## config.mk

```make
export PLATFORM = sky130hd
export DESIGN_NAME = spi_frame_slave
export DESIGN_NICKNAME = d
export VERILOG_FILES = /design/src/spi_frame_slave.v
export VERILOG_INCLUDE_DIRS = /design/src
export SDC_FILE = /design/constraint.sdc
export NUM_CORES = 1
export LEC_CHECK = 0
export ABC_AREA = 1
export BUFFER_PORTS_ARGS = -buffer_cell sky130_fd_sc_hd__buf_2
export CAP_MARGIN = 10
export CORE_ASPECT_RATIO = 0.8
export CORE_MARGIN = 4
export CORE_UTILIZATION = 25
export CTS_BUF_LIST = sky130_fd_sc_hd__clkbuf_8
export CTS_CLUSTER_SIZE = 25
export DETAILED_ROUTE_END_ITERATION = 7
export MAX_ROUTING_LAYER = met4
export PLACE_DENSITY_LB_ADDON = 0.25
export SYNTH_ARGS = -nofsm -noshare
export SYNTH_HDL_FRONTEND = slang
export SYNTH_SLANG_ARGS = --single-unit
```

## constraint.sdc

```tcl
create_clock -name ref_clk -period 2.2 [get_ports ref_clk]
set_input_delay 0.55 -clock ref_clk [delete_from_list [all_inputs] [get_ports ref_clk]]
set_output_delay 0.55 -clock ref_clk [all_outputs]
set_load 0.01 [all_outputs]
```

## src/spi_frame_consts.vh

```
// Purpose: Constants for the serial frame slave.
// Assumes: 16-bit frames, fixed widths.
// Notes:   Definitions only.
`ifndef SPI_FRAME_CONSTS_VH
`define SPI_FRAME_CONSTS_VH
`define FRAME_BITS      16
`define FRAME_BITS_CNT  5'h10
`define CNT_WIDTH       5
`define CNT_MAX         5'h1F
`define ADDR_LSB        0
`define ADDR_MSB        6
`define WRITE_BIT       7
`define DATA_LSB        8
`define DATA_MSB        15
`define SYNC_RESET      1'b0
`define SEL_RESET       1'b1
`define FAULT_RESET     1'b0
`define BUF_DEPTH       2
`endif

```

## src/spi_frame_slave.v

```verilog
// Purpose: Serial slave that takes 16-bit frames and shifts out a response word.
// Assumes: Pins are asynchronous to ref_clk and oversampled; serial clock at most ref_clk/8.
// Notes:   Bits travel LSB first; received frames leave through a two-entry buffer.
`timescale 1ns/100ps
`default_nettype none
`include "spi_frame_consts.vh"

module spi_frame_slave (
  input  wire        ref_clk,           // System clock, 125 MHz
  input  wire        reset,             // Synchronous reset, active high
  input  wire        select_active_low, // Chip select pin, active low
  input  wire        serialClk,         // Serial clock pin from host
  input  wire        serial_in_line,    // Serial data pin from host
  output reg         serial_out_line,   // Serial data to host
  output reg         serialOutEnable,   // High while the device drives the output pin
  input  wire        restartMode,       // High while the device is in restart mode
  input  wire [15:0] responseWord,      // Word sent in the next frame, sampled at select fall
  output wire        frameValid,        // Buffered frame available
  input  wire        frameReady,        // Consumer takes the frame
  output wire [6:0]  frameAddr,         // Register address of the frame
  output wire        frameWrite,        // Write / read-and-clear selector
  output wire [7:0]  frameData,         // Data byte of the frame
  output wire        faultPending       // Fault awaiting report in the next frame
);

  reg       selPrevReg;
  reg       clkPrevReg;
  reg [`CNT_WIDTH-1:0] countReg;
  reg [15:0] inShiftReg;
  reg [15:0] outShiftReg;
  reg        faultReg;
  reg [15:0] bufMem [0:`BUF_DEPTH-1];
  reg        wrPtrReg;
  reg        rdPtrReg;
  reg [1:0]  fillReg;

  wire selSync;
  wire clkSync;
  wire dinSync;
  wire selFall  = selPrevReg & ~selSync;
  wire selRise  = ~selPrevReg & selSync;
  wire active   = ~selSync & ~selPrevReg;
  wire clkRise  = active & clkSync & ~clkPrevReg;
  wire clkFall  = active & ~clkSync & clkPrevReg;
  wire bufFull  = (fillReg == 2'h2);
  wire bufPush;
  wire bufPop   = frameValid & frameReady;
  wire countBad = (countReg != 5'h00) & (countReg != `FRAME_BITS_CNT);
  wire clkHighEdge = (selFall | selRise) & clkSync;
  wire frameBad = countBad | clkHighEdge | restartMode | bufFull;
  wire frameGood = selRise & (countReg == `FRAME_BITS_CNT) & ~frameBad;

  // Restart mode and overrun drop the frame too, so the host sees the loss
  assign bufPush = frameGood;
  assign faultPending = faultReg;
  assign frameValid = (fillReg != 2'h0);
  assign frameAddr  = bufMem[rdPtrReg][`ADDR_MSB:`ADDR_LSB];
  assign frameWrite = bufMem[rdPtrReg][`WRITE_BIT];
  assign frameData  = bufMem[rdPtrReg][`DATA_MSB:`DATA_LSB];

  // Each pin crosses into ref_clk through its own two flip-flops
  pin_sync #(
    .RESET_LEVEL (`SEL_RESET)
  ) selSyncInst (
    .ref_clk (ref_clk),
    .reset   (reset),
    .pinIn   (select_active_low),
    .pinSync (selSync)
  );

  pin_sync #(
    .RESET_LEVEL (`SYNC_RESET)
  ) clkSyncInst (
    .ref_clk (ref_clk),
    .reset   (reset),
    .pinIn   (serialClk),
    .pinSync (clkSync)
  );

  pin_sync #(
    .RESET_LEVEL (`SYNC_RESET)
  ) dinSyncInst (
    .ref_clk (ref_clk),
    .reset   (reset),
    .pinIn   (serial_in_line),
    .pinSync (dinSync)
  );

  // Edge registers start at the idle pin levels, so reset makes no false edge
  always @(posedge ref_clk) begin
    if (reset) begin
      selPrevReg <= `SEL_RESET;
      clkPrevReg <= `SYNC_RESET;
    end else begin
      selPrevReg <= selSync;
      clkPrevReg <= clkSync;
    end
  end

  // Receive side: clock counter saturates so long frames stay bad
  always @(posedge ref_clk) begin
    if (reset) begin
      countReg <= 5'h00;
    end else if (selFall) begin
      countReg <= 5'h00;
    end else if (clkFall & (countReg != `CNT_MAX)) begin
      countReg <= countReg + 5'h01;
    end
  end

  // Receive side: input shift register
  always @(posedge ref_clk) begin
    if (reset) begin
      inShiftReg <= 16'h0000;
    end else if (clkFall) begin
      inShiftReg <= {dinSync, inShiftReg[15:1]};
    end
  end

  // Output enable follows the synced select
  always @(posedge ref_clk) begin
    if (reset) begin
      serialOutEnable <= 1'b0;
    end else if (selRise) begin
      serialOutEnable <= 1'b0;
    end else if (selFall) begin
      serialOutEnable <= 1'b1;
    end
  end

  // Transmit side; output comes from the response word, with the fault flag ORed into bit 0, never the input
  always @(posedge ref_clk) begin
    if (reset) begin
      outShiftReg     <= 16'h0000;
      serial_out_line <= 1'b0;
    end else if (selRise) begin
      serial_out_line <= 1'b0;
    end else if (selFall) begin
      outShiftReg     <= {1'b0, responseWord[15:1]};
      serial_out_line <= responseWord[0] | faultReg;
    end else if (clkRise) begin
      serial_out_line <= outShiftReg[0];
      outShiftReg     <= {1'b0, outShiftReg[15:1]};
    end
  end

  // Fault flag: reported at the next select fall, set wins over that clear
  always @(posedge ref_clk) begin
    if (reset) begin
      faultReg <= `FAULT_RESET;
    end else if (selRise & frameBad & (countReg != 5'h00 | clkHighEdge | restartMode)) begin
      faultReg <= 1'b1;
    end else if (selRise & bufFull & (countReg != 5'h00)) begin
      faultReg <= 1'b1;
    end else if (selFall & clkHighEdge) begin
      faultReg <= 1'b1;
    end else if (selFall) begin
      faultReg <= 1'b0;
    end
  end

  // Two-entry frame buffer: storage needs no reset, fill count guards it
  always @(posedge ref_clk) begin
    if (bufPush) begin
      bufMem[wrPtrReg] <= inShiftReg;
    end
  end

  // Buffer pointers
  always @(posedge ref_clk) begin
    if (reset) begin
      wrPtrReg <= 1'b0;
      rdPtrReg <= 1'b0;
    end else begin
      if (bufPush) begin
        wrPtrReg <= ~wrPtrReg;
      end
      if (bufPop) begin
        rdPtrReg <= ~rdPtrReg;
      end
    end
  end

  // Buffer fill level; push never happens while full
  always @(posedge ref_clk) begin
    if (reset) begin
      fillReg <= 2'h0;
    end else if (bufPush & ~bufPop) begin
      fillReg <= fillReg + 2'h1;
    end else if (bufPop & ~bufPush) begin
      fillReg <= fillReg - 2'h1;
    end
  end

endmodule // spi_frame_slave

// Two flip-flop synchroniser for one asynchronous pin
module pin_sync #(
  parameter [0:0] RESET_LEVEL = 1'b0  // Level held during reset
) (
  input  wire ref_clk,  // System clock
  input  wire reset,    // Synchronous reset, active high
  input  wire pinIn,    // Asynchronous pin level
  output wire pinSync   // Level after two flip-flops
);

  // Stage one feeds stage two only; metastability settles there
  reg stage1Reg;
  reg stage2Reg;

  assign pinSync = stage2Reg;

  always @(posedge ref_clk) begin
    if (reset) begin
      stage1Reg <= RESET_LEVEL;
      stage2Reg <= RESET_LEVEL;
    end else begin
      stage1Reg <= pinIn;
      stage2Reg <= stage1Reg;
    end
  end

endmodule // pin_sync
`default_nettype wire

```

==> impl_metrics.py, run 1 <==
metrics = {
    "outcome": {
        "outcome": "finished, final reports clean",
    },
    "timing": {
        "fin_skew_ns": 0.00676,
        "fmaxAchievable_ghz": 0.500,
        "hold_viol_final": 0,
        "grt_setup_unrepaired": "false",
        "worst_slew_margin_rel_pct": 53.4,
        "slew_violations": 0,
        "worstMarginPinSlew_ns": 0.698,
        "worst_hold_slack_ns": 0.398,
        "final-setup-viol-count": 0,
        "timing.final.crit_share_pct": 90.9,
        "final_period_minus_worst_setup_slack_ns": 2.00,
        "worst_slack_ns": 0.200,
        "sum_of_negative_setup_slack_ns": 0,
    },
    "clock_network": {
        "clock_tree.buffer_depth": 2,
        "clock-root-buffer": "sky130_fd_sc_hd__clkbuf_8",
        "h-tree-depth": 3,
        "cts.sink_count": 84,
        "clkTransAtPathRegs_ns": 0.08,
        "postCtsHoldBufs": 0,
        "clk_latency_ns": 0.35,
        "tritoncts": "done",
        "cts_inserted_buffers": 9,
    },
    "cells_and_area": {
        "finish.net_count": 432,
        "insertedDiodeCount": 0,
        "drive_above_1_share_pct": 22.6,
        "finalInstanceArea_um2": 4000,
        "final_core_utilization_pct": 30.9,
        "fin_cells": 582,
        "most-common-layout-cells": "sky130_fd_sc_hd__nand2_1, sky130_fd_sc_hd__dfxtp_1, sky130_fd_sc_hd__nor2_1",
        "synthToLayoutAreaGrowth_pct": 19.6,
        "layout.cells.most_common": "sky130_fd_sc_hd__nand2_1",
    },
    "place": {
        "detailedPlacementHpwl_mm": 4.40,
        "postPlaceCellArea_um2": 3780,
        "io_buffer_count": 42,
        "dp_slack_ns": 0.218,
        "post-place-cells": 566,
        "place.gp.congestion": 0.732,
    },
    "global_route": {
        "pin_count_of_the_biggest_net_entering_global_routing": 24,
        "globalRoute.totalOverflow": 0,
        "grt_pass1_wl_mm": 11.4,
        "first_global_vias": 2368,
        "antenna_violations_before_repair": 0,
        "globalRouteTotalUtil_pct": 9.72,
    },
    "power": {
        "netSwitchingPower_uw": 689,
        "power.total_mw": 3.05,
        "p_comb_share_pct": 7.5,
        "switching_share_pct": 22.6,
        "cellInternalPower_mw": 2.36,
        "clkPwrFrac_pct": 39.2,
        "power.density_cell_area_nw_per_um2": 763,
        "vdd_drop_max_mv": 0.281,
        "power_frac_seq_pct": 53.3,
        "power_leakage_nw": 1.66,
    },
    "yosys": {
        "syn_nets": 384,
        "synth.mux.area_fraction_pct": 5.38,
        "ys.warnings.count": 0,
        "ys_ff_latch": 84,
        "combinational_family_with_the_most_area_after_synthesis": "simple AND/OR/NAND/NOR gates",
        "synthesized_area_fraction_occupied_by_adder_cells_pct": 2.62,
        "post_synthesis_simple_gate_area_fraction_pct": 18.3,
        "synthXorXnorAreaFrac_pct": 0,
        "synth.avg_cell_area_um2": 9.45,
        "ys_types": 23,
        "ys_seq_area_share_pct": 59.8,
        "synth-compound-area-share_pct": 8.60,
        "postSynthCellCount": 354,
        "synth_area_um2": 3350,
    },
    "floorplan": {
        "std_cell_rows": 37,
        "dieArea_um2": 15300,
        "floorplan.initialDensity_pct": 25.8,
        "die_height_um": 111,
        "design.core.area_um2": 13000,
        "die_w_um": 137,
        "io_pins": 43,
    },
    "critical_path": {
        "kind_of_end_point_of_the_critical_path": "output port",
        "worst-setup-path-type": "flop to output port",
        "worst-path-max-fanout": 16,
        "cp_data_arrival_time_ns": 1.45,
        "critical_path_required_ns": 1.65,
        "worstSetupStartpointType": "flop",
    },
    "routing": {
        "routed_wirelength_mm": 6.77,
        "drt_pre_antenna_iters": 4,
        "vias_per_cell": 4.07,
        "via_count": 2366,
        "number_of_routed_nets_with_antenna_violations": 0,
        "routed_wire_length_per_instance_um": 11.6,
        "first_iter_violations": 99,
        "remaining_drcs": 0,
    },
    "job": {
        "max-cap-violations": 0,
    },
    "min_path": {
        "min-delay-path-class": "input port to flop",
    },
}
[area by class of cell]
| class | count | area, µm² |
|---|---|---|
| fillers | 1383 | 8960 |
| flip-flops and latches | 84 | 2000 |
| multi-input cells | 227 | 1170 |
| repair buffers | 51 | 278 |
| well taps | 175 | 219 |
| clock buffers | 9 | 124 |
| inverters | 29 | 109 |
| clock inverters | 7 | 98.8 |
[cells in the mapped netlist, drive strengths merged]
cell	count	area share (%)
nand3	20	3.1
a21oi	27	4.1
nor3	2	0.30
ha	7	2.6
buf	9	1.5
inv	29	3.3
edfxtp	32	29
clkbuf	5	0.56
nand4	3	0.56
dfxtp	52	31
or2	3	0.56
o21ai	26	4.2
nor2	49	5.5
mux2	16	5.4
nand2	73	8.3
o21a	1	0.22
[what timing repair did]
action | in CTS | in global routing
buffers inserted | 0 | 0
setup endpoints to repair | 0 | 1
gates resized for setup | 0 | 1
[registers in the layout, summed over array words and instances (netlist names), 2 cells and up, named ones only]
name	flops
outShiftReg	15
bufMem	32
fillReg	2
countReg	5
inShiftReg	16
[layer usage]
layer  global-route usage (%)  wire length, µm  up-vias
met5                        -                0        -
met2                     13.4             2770       39
met4                     2.59               80        0
li1                         -                -     1258
met3                     3.57              328        8
met1                     13.4             3590     1061
[worst paths after layout]
kind,startpoint,to,slack (ns),cells past startpoint
hold / removal,serialClk,clkSyncInst.stage1Reg$_SDFF_PP0_,0.40,3
setup reg to reg,selSyncInst.pinSync$_SDFF_PP1_,fillReg[1]$_SDFFE_PP0P_,0.23,12
setup / recovery,flop,frameAddr[5],0.20,3
hold reg to reg,clkSyncInst.stage1Reg$_SDFF_PP0_,clkSyncInst.pinSync$_SDFF_PP0_,0.41,2
[critical path, stage by stage, from the launching register on]
cell	delay, ns
sky130_fd_sc_hd__dfxtp_1	0.31
sky130_fd_sc_hd__buf_4	0.25
sky130_fd_sc_hd__mux2_2	0.39
sky130_fd_sc_hd__buf_2	0.14
[power by group through the flow]
stage | combinational (mW) | sequential, mW | clock [mW]
3_5_place_dp | 0.231 | 1.66 | 0
6_report | 0.227 | 1.63 | 1.20
5_1_grt | 0.255 | 1.63 | 1.32
3_3_place_gp | 0.229 | 1.66 | 0
2_1_floorplan | 0.145 | 1.66 | 0
4_1_cts | 0.233 | 1.63 | 1.25
[kinds of logic (layout without fill, tap and decap cells)]
group	Yosys count	in the layout
AND/OR/NAND/NOR	150	150
flip-flops	84	84
AO/OA/AOI/OAI	54	54
buffers and inverters	43	96
multiplexers	16	16
adder cells (fa/ha/maj)	7	7
Power figures use the tool's default switching activity.
==> run 2, diff against run 1 <==
ABC_AREA = 0   (was 1)
MAX_ROUTING_LAYER = not set   (was met4)
==> run 2 against run 1 <==
Compared with the run above: utilization decreased by 0.70 points; synthesized cell count down 15%; non-clock buffer count rose by 2; cell count shrank 8.9%; wire length grew 5.7%; sequential power about the same; sequential share of layout area is 1.6 points lower; first-iteration DRC count is 64% higher.
==> impl_metrics.py, run 2 <==
metrics = {
    "yosys": {
        "syn_nets": 331,
        "ys.warnings.count": 0,
        "synth_area_um2": 3520,
        "ys_dominant_reg_cell": "sky130_fd_sc_hd__dfxtp_1",
        "synth_most_common_cell": "sky130_fd_sc_hd__dfxtp_1",
        "synth.area.top_cells": "sky130_fd_sc_hd__dfxtp_1, sky130_fd_sc_hd__edfxtp_1, sky130_fd_sc_hd__mux2_2, sky130_fd_sc_hd__a211oi_1, sky130_fd_sc_hd__nand2_1",
        "ys_seq_area_share_pct": 56.9,
        "synth_commonest_cells": "sky130_fd_sc_hd__dfxtp_1, sky130_fd_sc_hd__nand2_1, sky130_fd_sc_hd__edfxtp_1, sky130_fd_sc_hd__inv_1, sky130_fd_sc_hd__mux2_2",
        "yosysTopAreaCell": "sky130_fd_sc_hd__dfxtp_1",
        "ys_types": 42,
        "synth.avg_cell_area_um2": 11.7,
        "ys_ff_latch": 84,
        "async_reset_ff_share_pct": 0,
        "netlist.area_leader.share_pct": 29.6,
        "edff_count_synth": 32,
        "postSynthCellCount": 301,
    },
    "min_path": {
        "worst_hold_path_depth": 2,
        "worst_min_delay_path_endpoint": "dinSyncInst.stage1Reg$_SDFF_PP0_",
        "min-delay-start": "serial_in_line",
        "min-delay-path-class": "input port to flop",
    },
    "critical_path": {
        "critical_path_required_ns": 1.65,
        "timing.reg2reg.setup_slack_ns": 0.29,
        "worst-setup-path-type": "flop to output port",
        "r2r_cells": 7,
        "worst_r2r_endpoint": "fillReg[1]$_SDFFE_PP0P_",
        "worstSetupStartpointType": "flop",
        "timing.rr.start": "selPrevReg$_SDFF_PP1_",
        "worst-path-max-fanout": 16,
        "kind_of_end_point_of_the_critical_path": "output port",
        "cp_data_arrival_time_ns": 1.47,
    },
    "floorplan": {
        "floorplan.initialDensity_pct": 25.7,
        "dieArea_um2": 16000,
        "die_height_um": 114,
        "io_pins": 43,
        "design.core.area_um2": 13700,
        "die_w_um": 141,
        "std_cell_rows": 38,
    },
    "global_route": {
        "globalRoute.totalOverflow": 0,
        "pin_count_of_the_biggest_net_entering_global_routing": 27,
        "first_global_vias": 2294,
        "globalRouteTotalUtil_pct": 9.34,
        "grt_pass1_wl_mm": 11.8,
        "antenna_violations_before_repair": 0,
    },
    "power": {
        "power_leakage_nw": 1.54,
        "power.density_cell_area_nw_per_um2": 682,
        "netSwitchingPower_uw": 697,
        "clkPwrFrac_pct": 35.9,
        "p_comb_share_pct": 6.0,
        "switching_share_pct": 24.8,
        "vdd_drop_max_mv": 0.250,
        "power_frac_seq_pct": 58.1,
        "cellInternalPower_mw": 2.12,
    },
    "timing": {
        "timing.final.crit_share_pct": 91.9,
        "worst_slew_margin_rel_pct": 70.9,
        "grt_setup_unrepaired": "false",
        "fin_skew_ns": 0.00845,
        "final_period_minus_worst_setup_slack_ns": 2.02,
        "hold_viol_final": 0,
        "sum_of_negative_setup_slack_ns": 0,
        "slew_violations": 0,
        "fmaxAchievable_ghz": 0.494,
        "worst_hold_slack_ns": 0.396,
        "worstMarginPinSlew_ns": 0.437,
        "final-setup-viol-count": 0,
    },
    "outcome": {
        "outcome": "finished, final reports clean",
    },
    "clock_network": {
        "clk_latency_ns": 0.36,
        "postCtsHoldBufs": 0,
        "h-tree-depth": 3,
        "post_cts_resized": 0,
        "clock_tree.buffer_depth": 2,
        "cts_inserted_buffers": 9,
        "tritoncts": "done",
        "clock-root-buffer": "sky130_fd_sc_hd__clkbuf_8",
        "cts.sink_count": 84,
        "clkTransAtPathRegs_ns": 0.09,
        "postCtsSetupBuffers": 0,
    },
    "place": {
        "io_buffer_count": 42,
        "place.gp.congestion": 0.682,
        "detailedPlacementHpwl_mm": 4.66,
    },
    "cells_and_area": {
        "insertedDiodeCount": 0,
        "drive_above_1_share_pct": 30.9,
        "register_with_the_highest_flop_count": "bufMem",
        "most-common-layout-cells": "sky130_fd_sc_hd__dfxtp_1, sky130_fd_sc_hd__buf_2, sky130_fd_sc_hd__nand2_1",
        "synthToLayoutAreaGrowth_pct": 17.4,
        "finish.net_count": 375,
        "layout.cells.most_common": "sky130_fd_sc_hd__dfxtp_1",
        "layout_top_registers": "bufMem: 32 flops, inShiftReg: 16 flops, outShiftReg: 15 flops",
        "largest_register_ffs": 32,
    },
    "job": {
        "max-cap-violations": 0,
    },
    "routing": {
        "remaining_drcs": 0,
        "vias_per_cell": 4.32,
        "routed_wirelength_mm": 7.15,
        "routed_wire_length_per_instance_um": 13.5,
        "first_iter_violations": 162,
        "drt_pre_antenna_iters": 4,
        "via_count": 2292,
        "number_of_routed_nets_with_antenna_violations": 0,
    },
}
==> run 2: cell count changes in the layout (fill, tap and decap cells not counted), moves of 10 or more <==
cell / change
sky130_fd_sc_hd__nand3_1: -18
sky130_fd_sc_hd__o21ai_0: -22
sky130_fd_sc_hd__a211oi_1: +19
sky130_fd_sc_hd__nand2_1: -36
sky130_fd_sc_hd__a211oi_2: +10
sky130_fd_sc_hd__mux2_1: +10
sky130_fd_sc_hd__nor2_1: -41
==> run 2: cells by family after synthesis <==
group                    count (synthesis)  share of synthesized area (%)
AND/OR/NAND/NOR                         74                           10.9
AO/OA/AOI/OAI                           54                           12.0
flip-flops                              84                           56.9
XOR/XNOR                                 4                          0.996
multiplexers                            36                           11.3
adder cells (fa/ha/maj)                  7                           2.49
buffers and inverters                   42                           5.37
==> run 2: power by group through the flow <==
stage	clock, mW	sequential (mW)	combinational [mW]
floorplan	0	1.67	0.118
global placement	0	1.67	0.169
detailed placement	0	1.67	0.171
CTS	1.06	1.64	0.172
global route	1.11	1.64	0.188
finish	1.01	1.64	0.168
==> run 2: layout make-up <==
cell class | instances | area, µm²
fillers | 1429 | 9560
flip-flops and latches | 84 | 2000
multi-input cells | 175 | 1330
repair buffers | 53 | 318
well taps | 180 | 225
clock buffers | 9 | 124
inverters | 22 | 82.6
clock inverters | 7 | 50.0
==> run 2: routing by layer <==
metal,wire length (µm),GRT usage (%),up-vias
met5,0,0,-
met4,118,4.07,0
met3,183,2.38,10
met2,3240,14.3,22
met1,3610,12.6,1116
li1,-,-,1144
==> run 2: how the worst max path moves through the flow <==
stage                 from                       to  slack, ns  depth (start not counted)
2_1_floorplan  restartMode   bufMem[0][0]$_DFFE_PP_       0.25                          3
3_3_place_gp   restartMode  fillReg[1]$_SDFFE_PP0P_       0.15                          6
3_5_place_dp   restartMode  fillReg[1]$_SDFFE_PP0P_       0.11                          6
4_1_cts               flop             frameAddr[4]       0.14                          3
5_1_grt               flop             frameAddr[4]       0.09                          3
6_report              flop             frameAddr[5]       0.18                          3
==> run 2: per-stage QoR <==
| step | cells | util [%] | instance area, µm² | power (mW) | setup WS [ns] |
|---|---|---|---|---|---|
| floorplan | 301 | - | 3520 | 1.79 | 0.254 |
| finish | 530 | 30.2 | 4130 | 2.82 | 0.178 |
| CTS | 530 | 30.2 | 4130 | 2.87 | 0.141 |
| detailed placement | 514 | 28.9 | 3960 | 1.85 | 0.111 |
| global placement | 514 | 28.9 | 3960 | 1.84 | 0.147 |
| global route | 530 | 30.2 | 4130 | 2.94 | 0.0932 |
==> run 2: critical path, stage by stage, from the launching register on <==
cell and delay [ns]:
sky130_fd_sc_hd__dfxtp_1 0.33, sky130_fd_sc_hd__buf_4 0.26, sky130_fd_sc_hd__mux2_2 0.38, sky130_fd_sc_hd__buf_2 0.15
